--- config.mk ---
export PLATFORM = sky130hd
export DESIGN_NAME = mcir_top
export DESIGN_NICKNAME = d
export VERILOG_FILES = /design/src/rtl/mcir_pkg.sv /design/src/rtl/mcir_top.sv
export VERILOG_INCLUDE_DIRS = /design/src /design/src/rtl
export SDC_FILE = /design/constraint.sdc
export NUM_CORES = 1
export LEC_CHECK = 0
export BUFFER_PORTS_ARGS = -buffer_cell sky130_fd_sc_hd__buf_4
export CORE_MARGIN = 2
export CORE_UTILIZATION = 40
export CTS_CLUSTER_DIAMETER = 100
export DETAILED_ROUTE_END_ITERATION = 12
export SLEW_MARGIN = 10
export SYNTH_ARGS = -nofsm -noshare
export SYNTH_HDL_FRONTEND = slang
export SYNTH_SLANG_ARGS = --single-unit
export TNS_END_PERCENT = 20
--- constraint.sdc ---
create_clock -name i_sys_clk -period 3.6 [get_ports i_sys_clk]
set_clock_uncertainty 0.2 [all_clocks]
set_input_delay 0.36 -clock i_sys_clk [delete_from_list [all_inputs] [get_ports i_sys_clk]]
set_output_delay 0.36 -clock i_sys_clk [all_outputs]
set_load 0.05 [all_outputs]
--- src/rtl/mcir_defs.svh ---
// Purpose: offsets, reset values, field positions and timing counts of the monitor config block
// Assumes: 200 MHz system clock
// Notes: offsets are the register pointer values seen by the serial bus front end
`ifndef MCIR_DEFS_SVH
`define MCIR_DEFS_SVH

`define MCIR_OFS_CONFIG 8'h40
`define MCIR_OFS_STATUS1 8'h41
`define MCIR_OFS_STATUS2 8'h42
`define MCIR_OFS_MASK1 8'h43
`define MCIR_OFS_MASK2 8'h44
`define MCIR_OFS_CASE_CLR 8'h46
`define MCIR_OFS_EXT_MODE 8'h4C

`define MCIR_RST_CONFIG 8'h08
`define MCIR_RST_ZERO 8'h00
`define MCIR_RST_EXT_MODE 8'h44

`define MCIR_CFG_RUN 0
`define MCIR_CFG_INT_EN 1
`define MCIR_CFG_SUSPEND 3
`define MCIR_CFG_SYS_RST 4
`define MCIR_CFG_CASE_PULSE 6
`define MCIR_CFG_RESTORE 7
`define MCIR_MASK2_RST_EN 7
`define MCIR_CASE_CLR_BIT 7
`define MCIR_EXT_EN_BIT 0

// status bits that exist, apart from second status bit 7 of the extended mode; reserved ones read zero
`define MCIR_STAT1_USED 8'hDF
`define MCIR_STAT2_USED 8'h13
`define MCIR_STAT2_TEMP_UNDER_LIMIT_FLAG 7

// pulse length: 20 ms at 5 ns period, rounded up
`define MCIR_PULSE_MS 20
`define MCIR_CLK_NS 5
`define MCIR_PULSE_CYCLES ((`MCIR_PULSE_MS * 1000000 + `MCIR_CLK_NS - 1) / `MCIR_CLK_NS)

`endif

--- src/rtl/mcir_pkg.sv ---
// Purpose: types of the monitor config block
// Assumes: mcir_defs.svh holds the numbers
// Notes: none
package mcir_pkg;
    // register access request from the serial bus front end
    typedef struct packed {
        logic wr;
        logic rd;
        logic [7:0] addr;
        logic [7:0] wdata;
    } mcir_req_s;

    // limit violation events, one-cycle or level, from the comparison engine
    typedef struct packed {
        logic [7:0] first;
        logic [7:0] second;
    } mcir_events_s;

    typedef enum logic [1:0] {MCIR_IDLE, MCIR_PULSE} mcir_pulse_e;
endpackage : mcir_pkg

--- src/rtl/mcir_top.sv ---
// Purpose: configuration, alarm status and mask registers of the hardware monitor
// Assumes: bus front end gives a one-cycle request; events are on i_sys_clk
// Notes: case_open_input is a pin and is resynchronised here
// Notes on behaviour
// - config bit 0 runs monitoring, clear is standby
// - clearing run bit keeps alarm output asserted
// - entering run starts comparisons and scanning
// - config bit 1 enables alarm output pin
// - bit 3 suspends alarm and halts monitoring
// - bit 4 pulses system reset 20 ms, self-clears
// - reset pulse needs second mask bit 7
// - bit 6 pulses case-open pin 20 ms, self-clears
// - config bit 6 shared with intrusion-clear bit 7
// - bit 7 restores power-on values, reads zero
// - config resets 08, status and masks zero
// - first status latches supply limit crossings
// - first status bit 4 flags temperature error
// - first status bits 6,7 flag fan counts
// - second status latches 12 V, core supply
// - second status bit 4 flags case opened
// - second status bit 7 low temperature, extended
// - mask bit one blocks matching status flag
// - extended enable activates low-temperature flag
// - intrusion-clear register at 46h resets zero
`timescale 1ns/100ps
`include "mcir_defs.svh"

module mcir_top (
    input wire logic i_sys_clk,
    input wire logic i_reset_n,
    input wire mcir_pkg::mcir_req_s i_req,
    input wire mcir_pkg::mcir_events_s i_events,
    input wire logic i_status_read_clear,
    input wire logic i_case_open_input,
    output logic [7:0] o_rdata,
    output logic o_rvalid,
    output logic o_monitor_run,
    output logic o_scan_start,
    output logic o_alarm_n,
    output logic o_sys_reset_n,
    output logic o_case_open_pulse_n,
    output logic o_ext_mode_en
);
    import mcir_pkg::*;

    localparam logic [31:0] PULSE_CYC = 32'(`MCIR_PULSE_CYCLES);

    // write strobe for one register offset
    function automatic logic wr_hit(input mcir_req_s r, input logic [7:0] ofs);
        wr_hit = r.wr && (r.addr == ofs);
    endfunction : wr_hit

    logic [7:0] cfg_reg, cfg_next;
    logic [7:0] stat1_reg, stat1_next;
    logic [7:0] stat2_reg, stat2_next;
    logic [7:0] mask1_reg, mask1_next;
    logic [7:0] mask2_reg, mask2_next;
    logic [6:0] case_rsv_reg, case_rsv_next;
    logic [7:0] ext_reg, ext_next;
    logic [7:0] rdata_reg, rdata_next;
    logic rvalid_reg, rvalid_next;
    logic run_reg, run_next;
    logic scan_reg, scan_next;
    logic alarm_n_reg, alarm_n_next;
    logic sys_rst_n_reg, sys_rst_n_next;
    logic case_pulse_n_reg, case_pulse_n_next;
    logic [2:0] case_sync_reg;
    logic case_seen_reg, case_seen_next;
    mcir_pulse_e rst_st_reg, rst_st_next;
    mcir_pulse_e case_st_reg, case_st_next;
    logic [31:0] rst_cnt_reg, rst_cnt_next;
    logic [31:0] case_cnt_reg, case_cnt_next;
    logic restore;
    logic mon_active;
    logic case_rise;

    assign restore = wr_hit(i_req, `MCIR_OFS_CONFIG) && i_req.wdata[`MCIR_CFG_RESTORE];
    // monitoring runs only with run set and suspend clear
    assign mon_active = cfg_reg[`MCIR_CFG_RUN] && !cfg_reg[`MCIR_CFG_SUSPEND];
    // second and third stages agree high while the seen flag was low
    assign case_rise = case_sync_reg[1] && case_sync_reg[2] && !case_seen_reg;

    // three-stage synchroniser for the case-open pin
    always_ff @(posedge i_sys_clk) begin
        if (!i_reset_n) begin
            case_sync_reg <= 3'h0;
        end else begin
            case_sync_reg <= {case_sync_reg[1:0], i_case_open_input};
        end
    end

    // configuration, mask and extended-mode registers
    always_comb begin
        cfg_next = cfg_reg;
        mask1_next = mask1_reg;
        mask2_next = mask2_reg;
        case_rsv_next = case_rsv_reg;
        ext_next = ext_reg;
        if (restore) begin
            cfg_next = `MCIR_RST_CONFIG;
            mask1_next = `MCIR_RST_ZERO;
            mask2_next = `MCIR_RST_ZERO;
            case_rsv_next = 7'h00;
            ext_next = `MCIR_RST_EXT_MODE;
        end else begin
            if (wr_hit(i_req, `MCIR_OFS_CONFIG)) begin
                cfg_next = i_req.wdata;
                // pulse bits only arm while no pulse runs; reset needs its enable
                cfg_next[`MCIR_CFG_SYS_RST] = cfg_reg[`MCIR_CFG_SYS_RST] ||
                    (i_req.wdata[`MCIR_CFG_SYS_RST] && mask2_reg[`MCIR_MASK2_RST_EN]);
                cfg_next[`MCIR_CFG_CASE_PULSE] = cfg_reg[`MCIR_CFG_CASE_PULSE] ||
                    i_req.wdata[`MCIR_CFG_CASE_PULSE];
            end
            if (wr_hit(i_req, `MCIR_OFS_CASE_CLR)) begin
                case_rsv_next = i_req.wdata[6:0];
                cfg_next[`MCIR_CFG_CASE_PULSE] = cfg_reg[`MCIR_CFG_CASE_PULSE] ||
                    i_req.wdata[`MCIR_CASE_CLR_BIT];
            end
            if (wr_hit(i_req, `MCIR_OFS_MASK1)) begin
                mask1_next = i_req.wdata;
            end
            if (wr_hit(i_req, `MCIR_OFS_MASK2)) begin
                mask2_next = i_req.wdata;
            end
            if (wr_hit(i_req, `MCIR_OFS_EXT_MODE)) begin
                ext_next = i_req.wdata;
            end
            // self-clear when each pulse has ended
            if (rst_st_reg == MCIR_PULSE && rst_cnt_reg == 32'h0) begin
                cfg_next[`MCIR_CFG_SYS_RST] = 1'b0;
            end
            if (case_st_reg == MCIR_PULSE && case_cnt_reg == 32'h0) begin
                cfg_next[`MCIR_CFG_CASE_PULSE] = 1'b0;
            end
        end
        cfg_next[`MCIR_CFG_RESTORE] = 1'b0;
    end

    always_ff @(posedge i_sys_clk) begin
        if (!i_reset_n) begin
            cfg_reg <= `MCIR_RST_CONFIG;
            mask1_reg <= `MCIR_RST_ZERO;
            mask2_reg <= `MCIR_RST_ZERO;
            case_rsv_reg <= 7'h00;
            ext_reg <= `MCIR_RST_EXT_MODE;
        end else begin
            cfg_reg <= cfg_next;
            mask1_reg <= mask1_next;
            mask2_reg <= mask2_next;
            case_rsv_reg <= case_rsv_next;
            ext_reg <= ext_next;
        end
    end

    // status latching; a new event wins over a read-clear in the same cycle
    always_comb begin
        stat1_next = stat1_reg;
        stat2_next = stat2_reg;
        case_seen_next = case_sync_reg[1] && case_sync_reg[2] ? 1'b1 :
            (!case_sync_reg[1] && !case_sync_reg[2] ? 1'b0 : case_seen_reg);
        if (i_status_read_clear && i_req.rd) begin
            if (i_req.addr == `MCIR_OFS_STATUS1) begin
                stat1_next = 8'h00;
            end
            if (i_req.addr == `MCIR_OFS_STATUS2) begin
                stat2_next = 8'h00;
            end
        end
        if (restore) begin
            stat1_next = `MCIR_RST_ZERO;
            stat2_next = `MCIR_RST_ZERO;
        end else if (mon_active) begin
            // supplies, temperature and fans
            stat1_next = stat1_next | (i_events.first & `MCIR_STAT1_USED);
            stat2_next = stat2_next | (i_events.second & `MCIR_STAT2_USED);
            if (ext_reg[`MCIR_EXT_EN_BIT] && i_events.second[`MCIR_STAT2_TEMP_UNDER_LIMIT_FLAG]) begin
                stat2_next[`MCIR_STAT2_TEMP_UNDER_LIMIT_FLAG] = 1'b1;
            end
        end
        if (case_rise && !restore) begin
            stat2_next[4] = 1'b1;
        end
    end

    always_ff @(posedge i_sys_clk) begin
        if (!i_reset_n) begin
            stat1_reg <= `MCIR_RST_ZERO;
            stat2_reg <= `MCIR_RST_ZERO;
            case_seen_reg <= 1'b0;
        end else begin
            stat1_reg <= stat1_next;
            stat2_reg <= stat2_next;
            case_seen_reg <= case_seen_next;
        end
    end

    // two pulse engines share one shape; counts load one below the 20 ms cycle count, as zero is counted too
    always_comb begin
        rst_st_next = rst_st_reg;
        rst_cnt_next = rst_cnt_reg;
        case_st_next = case_st_reg;
        case_cnt_next = case_cnt_reg;
        case (rst_st_reg)
            MCIR_IDLE: begin
                if (cfg_reg[`MCIR_CFG_SYS_RST]) begin
                    rst_st_next = MCIR_PULSE;
                    rst_cnt_next = PULSE_CYC - 32'h1;
                end
            end
            MCIR_PULSE: begin
                if (rst_cnt_reg == 32'h0) begin
                    rst_st_next = MCIR_IDLE;
                end else begin
                    rst_cnt_next = rst_cnt_reg - 32'h1;
                end
            end
            default: rst_st_next = MCIR_IDLE;
        endcase
        case (case_st_reg)
            MCIR_IDLE: begin
                if (cfg_reg[`MCIR_CFG_CASE_PULSE]) begin
                    case_st_next = MCIR_PULSE;
                    case_cnt_next = PULSE_CYC - 32'h1;
                end
            end
            MCIR_PULSE: begin
                if (case_cnt_reg == 32'h0) begin
                    case_st_next = MCIR_IDLE;
                end else begin
                    case_cnt_next = case_cnt_reg - 32'h1;
                end
            end
            default: case_st_next = MCIR_IDLE;
        endcase
    end

    always_ff @(posedge i_sys_clk) begin
        if (!i_reset_n) begin
            rst_st_reg <= MCIR_IDLE;
            case_st_reg <= MCIR_IDLE;
            rst_cnt_reg <= 32'h0;
            case_cnt_reg <= 32'h0;
        end else begin
            rst_st_reg <= rst_st_next;
            case_st_reg <= case_st_next;
            rst_cnt_reg <= rst_cnt_next;
            case_cnt_reg <= case_cnt_next;
        end
    end

    // outputs and read data; all registered
    always_comb begin
        run_next = mon_active;
        scan_next = mon_active && !run_reg;
        // the run bit does not enter here, so clearing it leaves the alarm asserted
        alarm_n_next = !(|(stat1_reg & ~mask1_reg) || |(stat2_reg & ~mask2_reg)) ||
            !cfg_reg[`MCIR_CFG_INT_EN] || cfg_reg[`MCIR_CFG_SUSPEND];
        rvalid_next = i_req.rd;
        // pins follow the next engine state, so the output flop adds no lag
        sys_rst_n_next = (rst_st_next != MCIR_PULSE);
        case_pulse_n_next = (case_st_next != MCIR_PULSE);
        case (i_req.addr)
            `MCIR_OFS_CONFIG: rdata_next = cfg_reg;
            `MCIR_OFS_STATUS1: rdata_next = stat1_reg & `MCIR_STAT1_USED;
            `MCIR_OFS_STATUS2: rdata_next = stat2_reg & (`MCIR_STAT2_USED | 8'h80);
            `MCIR_OFS_MASK1: rdata_next = mask1_reg;
            `MCIR_OFS_MASK2: rdata_next = mask2_reg;
            `MCIR_OFS_CASE_CLR: rdata_next = {cfg_reg[`MCIR_CFG_CASE_PULSE], case_rsv_reg};
            `MCIR_OFS_EXT_MODE: rdata_next = ext_reg;
            default: rdata_next = 8'h00;
        endcase
        if (!i_req.rd) begin
            rdata_next = 8'h00;
        end
    end

    always_ff @(posedge i_sys_clk) begin
        if (!i_reset_n) begin
            run_reg <= 1'b0;
            scan_reg <= 1'b0;
            alarm_n_reg <= 1'b1;
            sys_rst_n_reg <= 1'b1;
            case_pulse_n_reg <= 1'b1;
            rvalid_reg <= 1'b0;
            rdata_reg <= 8'h00;
        end else begin
            run_reg <= run_next;
            scan_reg <= scan_next;
            alarm_n_reg <= alarm_n_next;
            sys_rst_n_reg <= sys_rst_n_next;
            case_pulse_n_reg <= case_pulse_n_next;
            rvalid_reg <= rvalid_next;
            rdata_reg <= rdata_next;
        end
    end

    assign o_rdata = rdata_reg;
    assign o_rvalid = rvalid_reg;
    assign o_monitor_run = run_reg;
    assign o_scan_start = scan_reg;
    assign o_alarm_n = alarm_n_reg;
    assign o_sys_reset_n = sys_rst_n_reg;
    assign o_case_open_pulse_n = case_pulse_n_reg;
    assign o_ext_mode_en = ext_reg[`MCIR_EXT_EN_BIT];
endmodule : mcir_top

# Word level (Yosys, flattened, before mapping)
# Cells that the tools add are included.
[op_classes]
addsub = 2
eq_ne = 15
n_mux = 26
bitwise = 7
n_reduce_logical = 47
[op_table]
columns = ["cell", "count"]
rows = [
  ["two-way mux 32 bit", 4],
  ["one-hot mux 32 bit (2 select lines)", 2],
  ["zero test 32 bit", 2],
  ["subtractor 32 x 1 -> 32 bit, second input constant", 2],
  ["equality test 8 x 7 -> 1 bit, second input constant", 7],
  ["two-way mux 8 bit", 7],
  ["one-hot mux 8 bit (7 select lines)", 1],
  ["logical AND 1 bit", 17],
  ["AND 8 bit", 2],
  ["inverter 8 bit", 2],
  ["OR reduction 8 bit", 2],
  ["zero test 1 bit", 8],
  ["two-way mux 2 bit", 4],
  ["!= test 2 bit, second input constant", 4],
  ["OR 8 x 5 -> 8 bit", 1],
  ["OR 8 bit", 1],
  ["one-hot mux 2 bit (2 select lines)", 2],
  ["nonzero test 2 bit", 4],
  ["logical OR 1 bit", 6],
  ["AND reduction 3 bit", 2],
  ["OR reduction 3 bit", 2],
  ["two-way mux 1 bit", 5],
  ["two-way mux 5 bit", 1],
  ["equality test 2 x 1 -> 1 bit, second input constant", 2],
  ["other kinds (5)", 7],
]
[word_totals]
ff_bits = 141
inputBits = 38

# Longest topological paths before layout
# Gate-level depths: netlist of run 1.
[depth]
ltp_word = 8
ltp_mapped = 10
depth_no_buf = 7

# Worst setup path after synthesis of run 1
# Ideal clock, no wire load.
[synth_timing]
kind = "reg2reg"
startpoint = "register case_cnt_reg[22]"
endpoint = "register case_cnt_reg[31]"
arrival_time_ps = 2410
required_ps = 3330
path_slack_ps = 919
path_stages_with_launch = 6
n_path_buf = 0
synth_period_minus_slack_ps = 2681
path_cell_list = "dfxtp_1 -> or4_4 -> or4_4 -> or4_4 -> or4_1 -> a21oi_1"
[synth_via]
elab_chain_len = 3
elab_cells_between_ends = 6
[synth_lines]
columns = ["element", "line", "rtl"]
rows = [
  ["from (decl)", "mcir_top.sv:72", "logic [31:0] case_cnt_reg, case_cnt_next;"],
  ["from (signal assigned)", "mcir_top.sv:247", "case_cnt_reg <= case_cnt_next;"],
  ["subtractor 32 x 1 -> 32 bit / zero test 32 bit (equally long branches)", "mcir_top.sv:230, mcir_top.sv:227", ""],
  ["two-way mux 32 bit / != test 2 bit (equally long branches)", "n/a", ""],
  ["one-hot mux 32 bit (2 select lines) / AND reduction 3 bit (equally long branches)", "n/a", ""],
]
# Several ways; a longest one is shown, not always the timed one. The select of a mux whose other input is x is not followed.
# A chain may end at the register's enable or synchronous reset.

# Worst setup path in the final report of run 1
[layout_timing]
startpoint = "register case_cnt_reg[16]"
endpoint = "register case_cnt_reg[31]"
# The elaborated chain is that of the path after synthesis.

==> results.md, run 1 <==
* DRC viols at 0
* Antenna fix cells at 0
* Boundary Pins at 53
* Syn_area_per_cell at 8.46 um^2
* Die Ht at 131 um
* Maxcap violations at 0
* Worst-path cell chain: or4_4 > or4_1 > or4_4 > or4_1 > a21oi_1
* EDFF count, synth at 0
* Mapped Area at 6460 um^2
* Port Buffer Count at 47
* Sequential share of the synthesized area at 0.424
* FF+latch count, synth at 137
* Worst vdd ir at 360 uV
* Largest net degree at the start of global routing at 47
* Share of layout cells above drive strength 1 at 0.141
* Crit path capture type: register
* Max Clk Rate at 354 MHz
* Top Family by Delay on Critical Path: simple AND/OR/NAND/NOR gates
* Rows at 46
* Min Tclk post-route at 2.83 ns
* CP Data Arrival Time at 2.96 ns
* Critical path type: reg -> reg
* Clk slew on worst S/H paths at 0.06 ns
* Crit path required time at 3.73 ns
* Die W at 131 um
* Post-Route Setup TNS at 0 ns
* Flop-to-flop setup slack at 0.77 ns
* Most common cell after layout, fill and taps aside: dfxtp_1
* Syn Inst Count at 764
* Fin crit share at 0.785
* Post-DRT Antenna Nets at 0
* Nets@finish at 850
* Slew margin rel. at 0.186
* Slowest CP cell: or4_4
* Sink Count at 137
* Initial DRC Count at 435
* Worst setup SP type: register
* Crit-path max cell delay at 0.56 ns
* Root buffer cell: clkbuf_16
* TritonCTS clock tree: built
* Worst-path fanout max at 7
* DR WL/cell at 17.2 um
* Yosys cell types at 63
* Pwr dens at 446 nW/um^2
* Tot GR Track Use at 0.211
* DP Wirelength at 12.1 mm
* Top cells by area, synth: dfxtp_1 42%, a21oi_1 5.3%, or4_1 4.1%, nand2_1 3.6%, o31ai_1 3.5%
* Post-synth top flop: dfxtp_1
* RePlAce Congestion at 0.806
* Clock buffer count from CTS at 17
* Leakage at 2.93 nW
* RSZ-0062 raised after global routing: no
* Synth warnings at 0
* Clk_lat worst skew at 0.42 ns
* Starting Density at 0.408
* Status: completed
* Global-route wire length before repair at 28.4 mm
* Initial antenna violation count at 0
* Final setup fails at 0
* Grt ovf at 0
* Vias in the first global route at 5740
* Final count of pins violating max slew at 0
* Worst slew pin tran at 1.22 ns
* 1st-pass router iterations at 8
* Area share of the leading cell type in the synthesized netlist at 0.424
* Worst-case clock buffer depth at 2
* Area Overhead vs Synth at 19.9%
* Asr flop ratio synth at 0
* H-Tree Level Count at 4
* Total power at 3.46 mW
* Via count at 6222
* Core Area at 15800 um^2
* Cts repair resizes at 0
* Die footprint at 17200 um^2
* Final Hold Fails at 0
* CP bufs+invs at 0
* Most frequent cells in the layout: 137 x dfxtp_1, 69 x a21oi_1, 63 x buf_4, 62 x nand2_1, 47 x nor2_1
* Routed WL at 17.8 mm
* Min-delay worst type: in -> reg
* Cell taking the most area after synthesis: dfxtp_1
* Vias per cell at 6.01
==> layout make-up <==
type                    count  area [um^2]
clock buffers              24          482
clock inverters             8          118
fillers                  1498         8080
inverters                  22         82.6
multi-input cells         554         3450
flip-flops and latches    137         2740
well taps                 216          270
repair buffers             75          603
==> worst paths after layout <==
| kind | from | endpoint | cells past startpoint |
|---|---|---|---|
| setup / recovery | case_cnt_reg[16]$_SDFFE_PN0P_ | case_cnt_reg[31]$_SDFFE_PN0P_ | 5 |
| hold / removal | i_events[7] | stat2_reg[7]$_SDFF_PP0_ | 3 |
| setup reg to reg | case_cnt_reg[16]$_SDFFE_PN0P_ | case_cnt_reg[31]$_SDFFE_PN0P_ | 5 |
| hold reg to reg | o_monitor_run$_SDFF_PN0_ | o_scan_start$_SDFF_PN0_ | 1 |
==> where the power goes <==
group / internal [mW] / total, mW / switching (mW) / leakage [nW]
clock: 1.14 / 1.78 / 0.642 / 0.294
sequential: 1.52 / 1.53 / 0.00493 / 1.10
combinational: 0.0612 / 0.150 / 0.0885 / 1.53
total: 2.72 / 3.46 / 0.735 / 2.93
==> logic make-up after synthesis <==
family,Yosys count,synth area share
compound gates,203,0.208
xor+xnor,1,0.00136
fa+ha+maj,5,0.00968
buf+inv,74,0.0445
flops,137,0.424
mux,23,0.0360
other cells,1,0.000580
simple gates,320,0.275
==> stage by stage <==
stage	setup slack [ns]	hold WS (ns)	area (um^2)	std cells	util
final	0.774	0.0184	7750	1036	0.490
after global routing	0.636	0.0208	7750	1036	0.490
after CTS	0.770	0.00785	7750	1036	0.490
after detailed placement	0.732	0.214	7040	993	0.445
after global placement	0.773	0.208	7040	993	0.445
after floorplan	0.919	0.206	6460	765	-
==> synth_stat cells, types with 7 or more instances <==
master    instances
a222oi_1          7
nand4_1          13
nand3_1          37
o31ai_1          30
o21ai_0          19
a21oi_1          69
nor2_1           47
mux2i_1          21
inv_1            22
o31a_1            9
a311oi_1          7
or4_1            35
nor4_1           24
a31oi_1          17
nand2_1          62
nand2b_1          8
dfxtp_1         137
nor3_1           21
buf_2             7
or3_1            26
clkbuf_1         43
and2_1            7
a22oi_1          14
==> metal layers <==
layer	share of wire	GRT usage	up-vias
met5	0	0	-
met4	0.015	0.0688	0
met3	0.063	0.0560	25
met2	0.47	0.345	208
met1	0.45	0.273	2988
li1	-	-	3001
==> worst reg2reg max path: stages, from the launching register on <==
cell and delay (ns):
dfxtp_1 0.36, or4_4 0.56, or4_1 0.56, or4_4 0.50, or4_1 0.40, a21oi_1 0.16
==> repair_timing <==
action | in CTS | in global routing
hold buffers | 11 | 0
buffers inserted | 0 | 0
endpoints found under the hold margin | 11 | 0
No activity file was read; power rests on OpenSTA's default activity.
==> run 2, diff against run 1 <==
Clock period 3.6 ns to 2.34 ns, I/O delays scaled along.
==> results.md, run 2 (synthesis results as in run 1) <==
* RSZ-0062 raised after global routing: yes (was no)
* H-Tree Level Count at 4 (unchanged)
* Worst-path fanout max at 2 (was 7)
* Total power at 5.67 mW (was 3.46 mW)
* DP Wirelength at 13.8 mm (was 12.1 mm)
* Share of layout cells above drive strength 1 at 0.307 (was 0.141)
* Via count at 6828 (was 6222)
* Critical path type: reg -> reg (unchanged)
* Initial DRC Count at 733 (was 435)
* Fin crit share at 1.14 (was 0.785)
* Vias per cell at 5.89 (was 6.01)
* Max Clk Rate at 374 MHz (was 354 MHz)
* Worst Reg-to-Reg Cells at 5 (unchanged)
* Slew margin rel. at 0.570 (was 0.186)
* Sink Count at 137 (unchanged)
* Starting Density at 0.408 (unchanged)
* CP Data Arrival Time at 2.84 ns (was 2.96 ns)
* Worst-case clock buffer depth at 2 (unchanged)
* Vias in the first global route at 6403 (was 5740)
* Boundary Pins at 53 (unchanged)
* Final setup fails at 15 (was 0)
* Max Used Layer: met4 (unchanged)
* RePlAce Congestion at 0.869 (was 0.806)
* Metal2 WL at 9.44 mm (was 8.47 mm)
* Area Overhead vs Synth at 41.9% (was 19.9%)
* Violated checks: negative setup slack
* Global-route wire length before repair at 31.5 mm (was 28.4 mm)
* Status: complete, but fails checks (was completed)
* 1st-pass router iterations at 8 (unchanged)
* Worst slew pin tran at 0.643 ns (was 1.22 ns)
* Tot GR Track Use at 0.232 (was 0.211)
* Post-DRT Antenna Nets at 0 (unchanged)
* Most common cell after layout, fill and taps aside: buf_4 (was dfxtp_1)
* Hold Crit Endpoint: case_rsv_reg[6]$_SDFFE_PP0P_ (was stat2_reg[7]$_SDFF_PP0_)
* Clock buffer count from CTS at 17 (unchanged)
* Hold Slack at 0.0188 ns (was 0.0184 ns)
* Leakage at 3.69 nW (was 2.93 nW)
* Nets@finish at 974 (was 850)
* Rows at 46 (unchanged)
* Routed WL at 20.0 mm (was 17.8 mm)
* Initial antenna violation count at 0 (unchanged)
* Antenna fix cells at 0 (unchanged)
* Clk_lat worst skew at 0.43 ns (was 0.42 ns)
* Most frequent cells in the layout: 161 x buf_4, 131 x dfxtp_1, 64 x a21oi_1, 60 x nand2_1, 44 x nor2_1 (was 137 x dfxtp_1, 69 x a21oi_1, 63 x buf_4, 62 x nand2_1, 47 x nor2_1)
* DR WL/cell at 17.2 um (about the same)
* Crit path capture type: register (unchanged)
* Die Ht at 131 um (unchanged)
* Reg2reg end: case_cnt_reg[31]$_SDFFE_PN0P_ (unchanged)
* Worst setup path start: case_cnt_reg[15]$_SDFFE_PN0P_ (was case_cnt_reg[16]$_SDFFE_PN0P_)
* Min-delay worst type: in -> reg (unchanged)
* Hold Path Origin: i_req[17] (was i_events[7])
* Flop-to-flop setup slack at -0.33 ns (was 0.77 ns)
* Min Tclk post-route at 2.67 ns (was 2.83 ns)
* Hold path cells at 3 (unchanged)
* Clk slew on worst S/H paths at 0.06 ns (about the same)
* Final Hold Fails at 0 (unchanged)
* Grt ovf at 0 (unchanged)
* Port Buffer Count at 47 (unchanged)
* DRC viols at 0 (unchanged)
* Worst setup margin at -0.333 ns (was 0.774 ns)
* Reg-to-reg critical path startpoint: case_cnt_reg[15]$_SDFFE_PN0P_ (was case_cnt_reg[16]$_SDFFE_PN0P_)
* Die W at 131 um (unchanged)
* Maxcap violations at 0 (unchanged)
* Die footprint at 17200 um^2 (unchanged)
* Final count of pins violating max slew at 0 (unchanged)
* Worst vdd ir at 517 uV (was 360 uV)
* Worst setup SP type: register (unchanged)
* Pwr dens at 619 nW/um^2 (was 446 nW/um^2)
* Wire length on met3 at 1.28 mm (was 1.13 mm)
* TritonCTS clock tree: built (unchanged)
* Core Area at 15800 um^2 (unchanged)
* Crit path required time at 2.51 ns (was 3.73 ns)
* Met1 wire length at 8.97 mm (was 7.97 mm)
* Largest net degree at the start of global routing at 39 (was 47)
* Root buffer cell: clkbuf_16 (unchanged)
==> run 2: changes by cell type in the layout (fill, tap and decap cells not counted), moves of 6 or more <==
cell,before,now
or4_1,35,26
buf_6,0,12
nor4_1,22,16
dfxtp_1,137,131
or4_4,5,15
buf_4,63,161
dlygate4sd3_1,11,23
==> run 2: metal layers <==
metal  GRT usage  up-vias
met4      0.0651        0
met5           0        -
met1       0.311     3298
met2       0.378      250
li1            -     3248
met3      0.0540       32
==> run 2: metrics by stage <==
| step | TNS, ns | cells | util | worst slack, ns | instance area, um^2 |
|---|---|---|---|---|---|
| floorplan | -2.70 | 765 | - | -0.289 | 6590 |
| CTS | -0.794 | 1152 | 0.559 | -0.328 | 8850 |
| detailed placement | -1.35 | 1096 | 0.499 | -0.340 | 7890 |
| finish | -1.36 | 1160 | 0.579 | -0.333 | 9170 |
| global placement | -0.766 | 1096 | 0.499 | -0.332 | 7890 |
| global route | -3.06 | 1160 | 0.579 | -0.390 | 9170 |
==> run 2: worst max path at each step <==
| stage | end | cells after the start |
|---|---|---|
| 2_1_floorplan | case_cnt_reg[31]$_SDFFE_PN0P_ | 5 |
| 3_3_place_gp | case_cnt_reg[31]$_SDFFE_PN0P_ | 5 |
| 3_5_place_dp | case_cnt_reg[31]$_SDFFE_PN0P_ | 5 |
| 4_1_cts | case_cnt_reg[31]$_SDFFE_PN0P_ | 5 |
| 5_1_grt | case_cnt_reg[31]$_SDFFE_PN0P_ | 5 |
| 6_report | case_cnt_reg[31]$_SDFFE_PN0P_ | 5 |
==> run 2: worst max-delay path, stage by stage, from the launching register on <==
cell     delay, ns
dfxtp_1       0.31
or4_4         0.54
or4_4         0.53
or4_4         0.49
or4_4         0.42
a21oi_2       0.12
==> run 2: final cells by class <==
cell class | instances | area [um^2]
Fill cell | 1401 | 6660
Multi-Input combinational cell | 555 | 3780
Sequential cell | 137 | 2750
Timing Repair Buffer | 198 | 1610
Clock buffer | 21 | 470
Tap cell | 216 | 270
Clock inverter | 11 | 193
Inverter | 22 | 85.1
==> run 2: what timing repair did <==
item | 4_1_cts | 5_1_grt
cloned | 0 | 2
buffers inserted | 1 | 6
endpoints found under the hold margin | 58 | 0
hold buffers | 23 | 0
gates resized for setup | 16 | 63
pin swaps | 7 | 26
endpoints found under the setup margin | 26 | 60
==> run 2: where the power goes <==
| group | switching, mW | internal [mW] | leakage [nW] |
|---|---|---|---|
| clock network | 1.05 | 1.98 | 0.319 |
| registers | 0.00634 | 2.34 | 1.11 |
| logic | 0.157 | 0.143 | 2.26 |
| total | 1.22 | 4.46 | 3.69 |
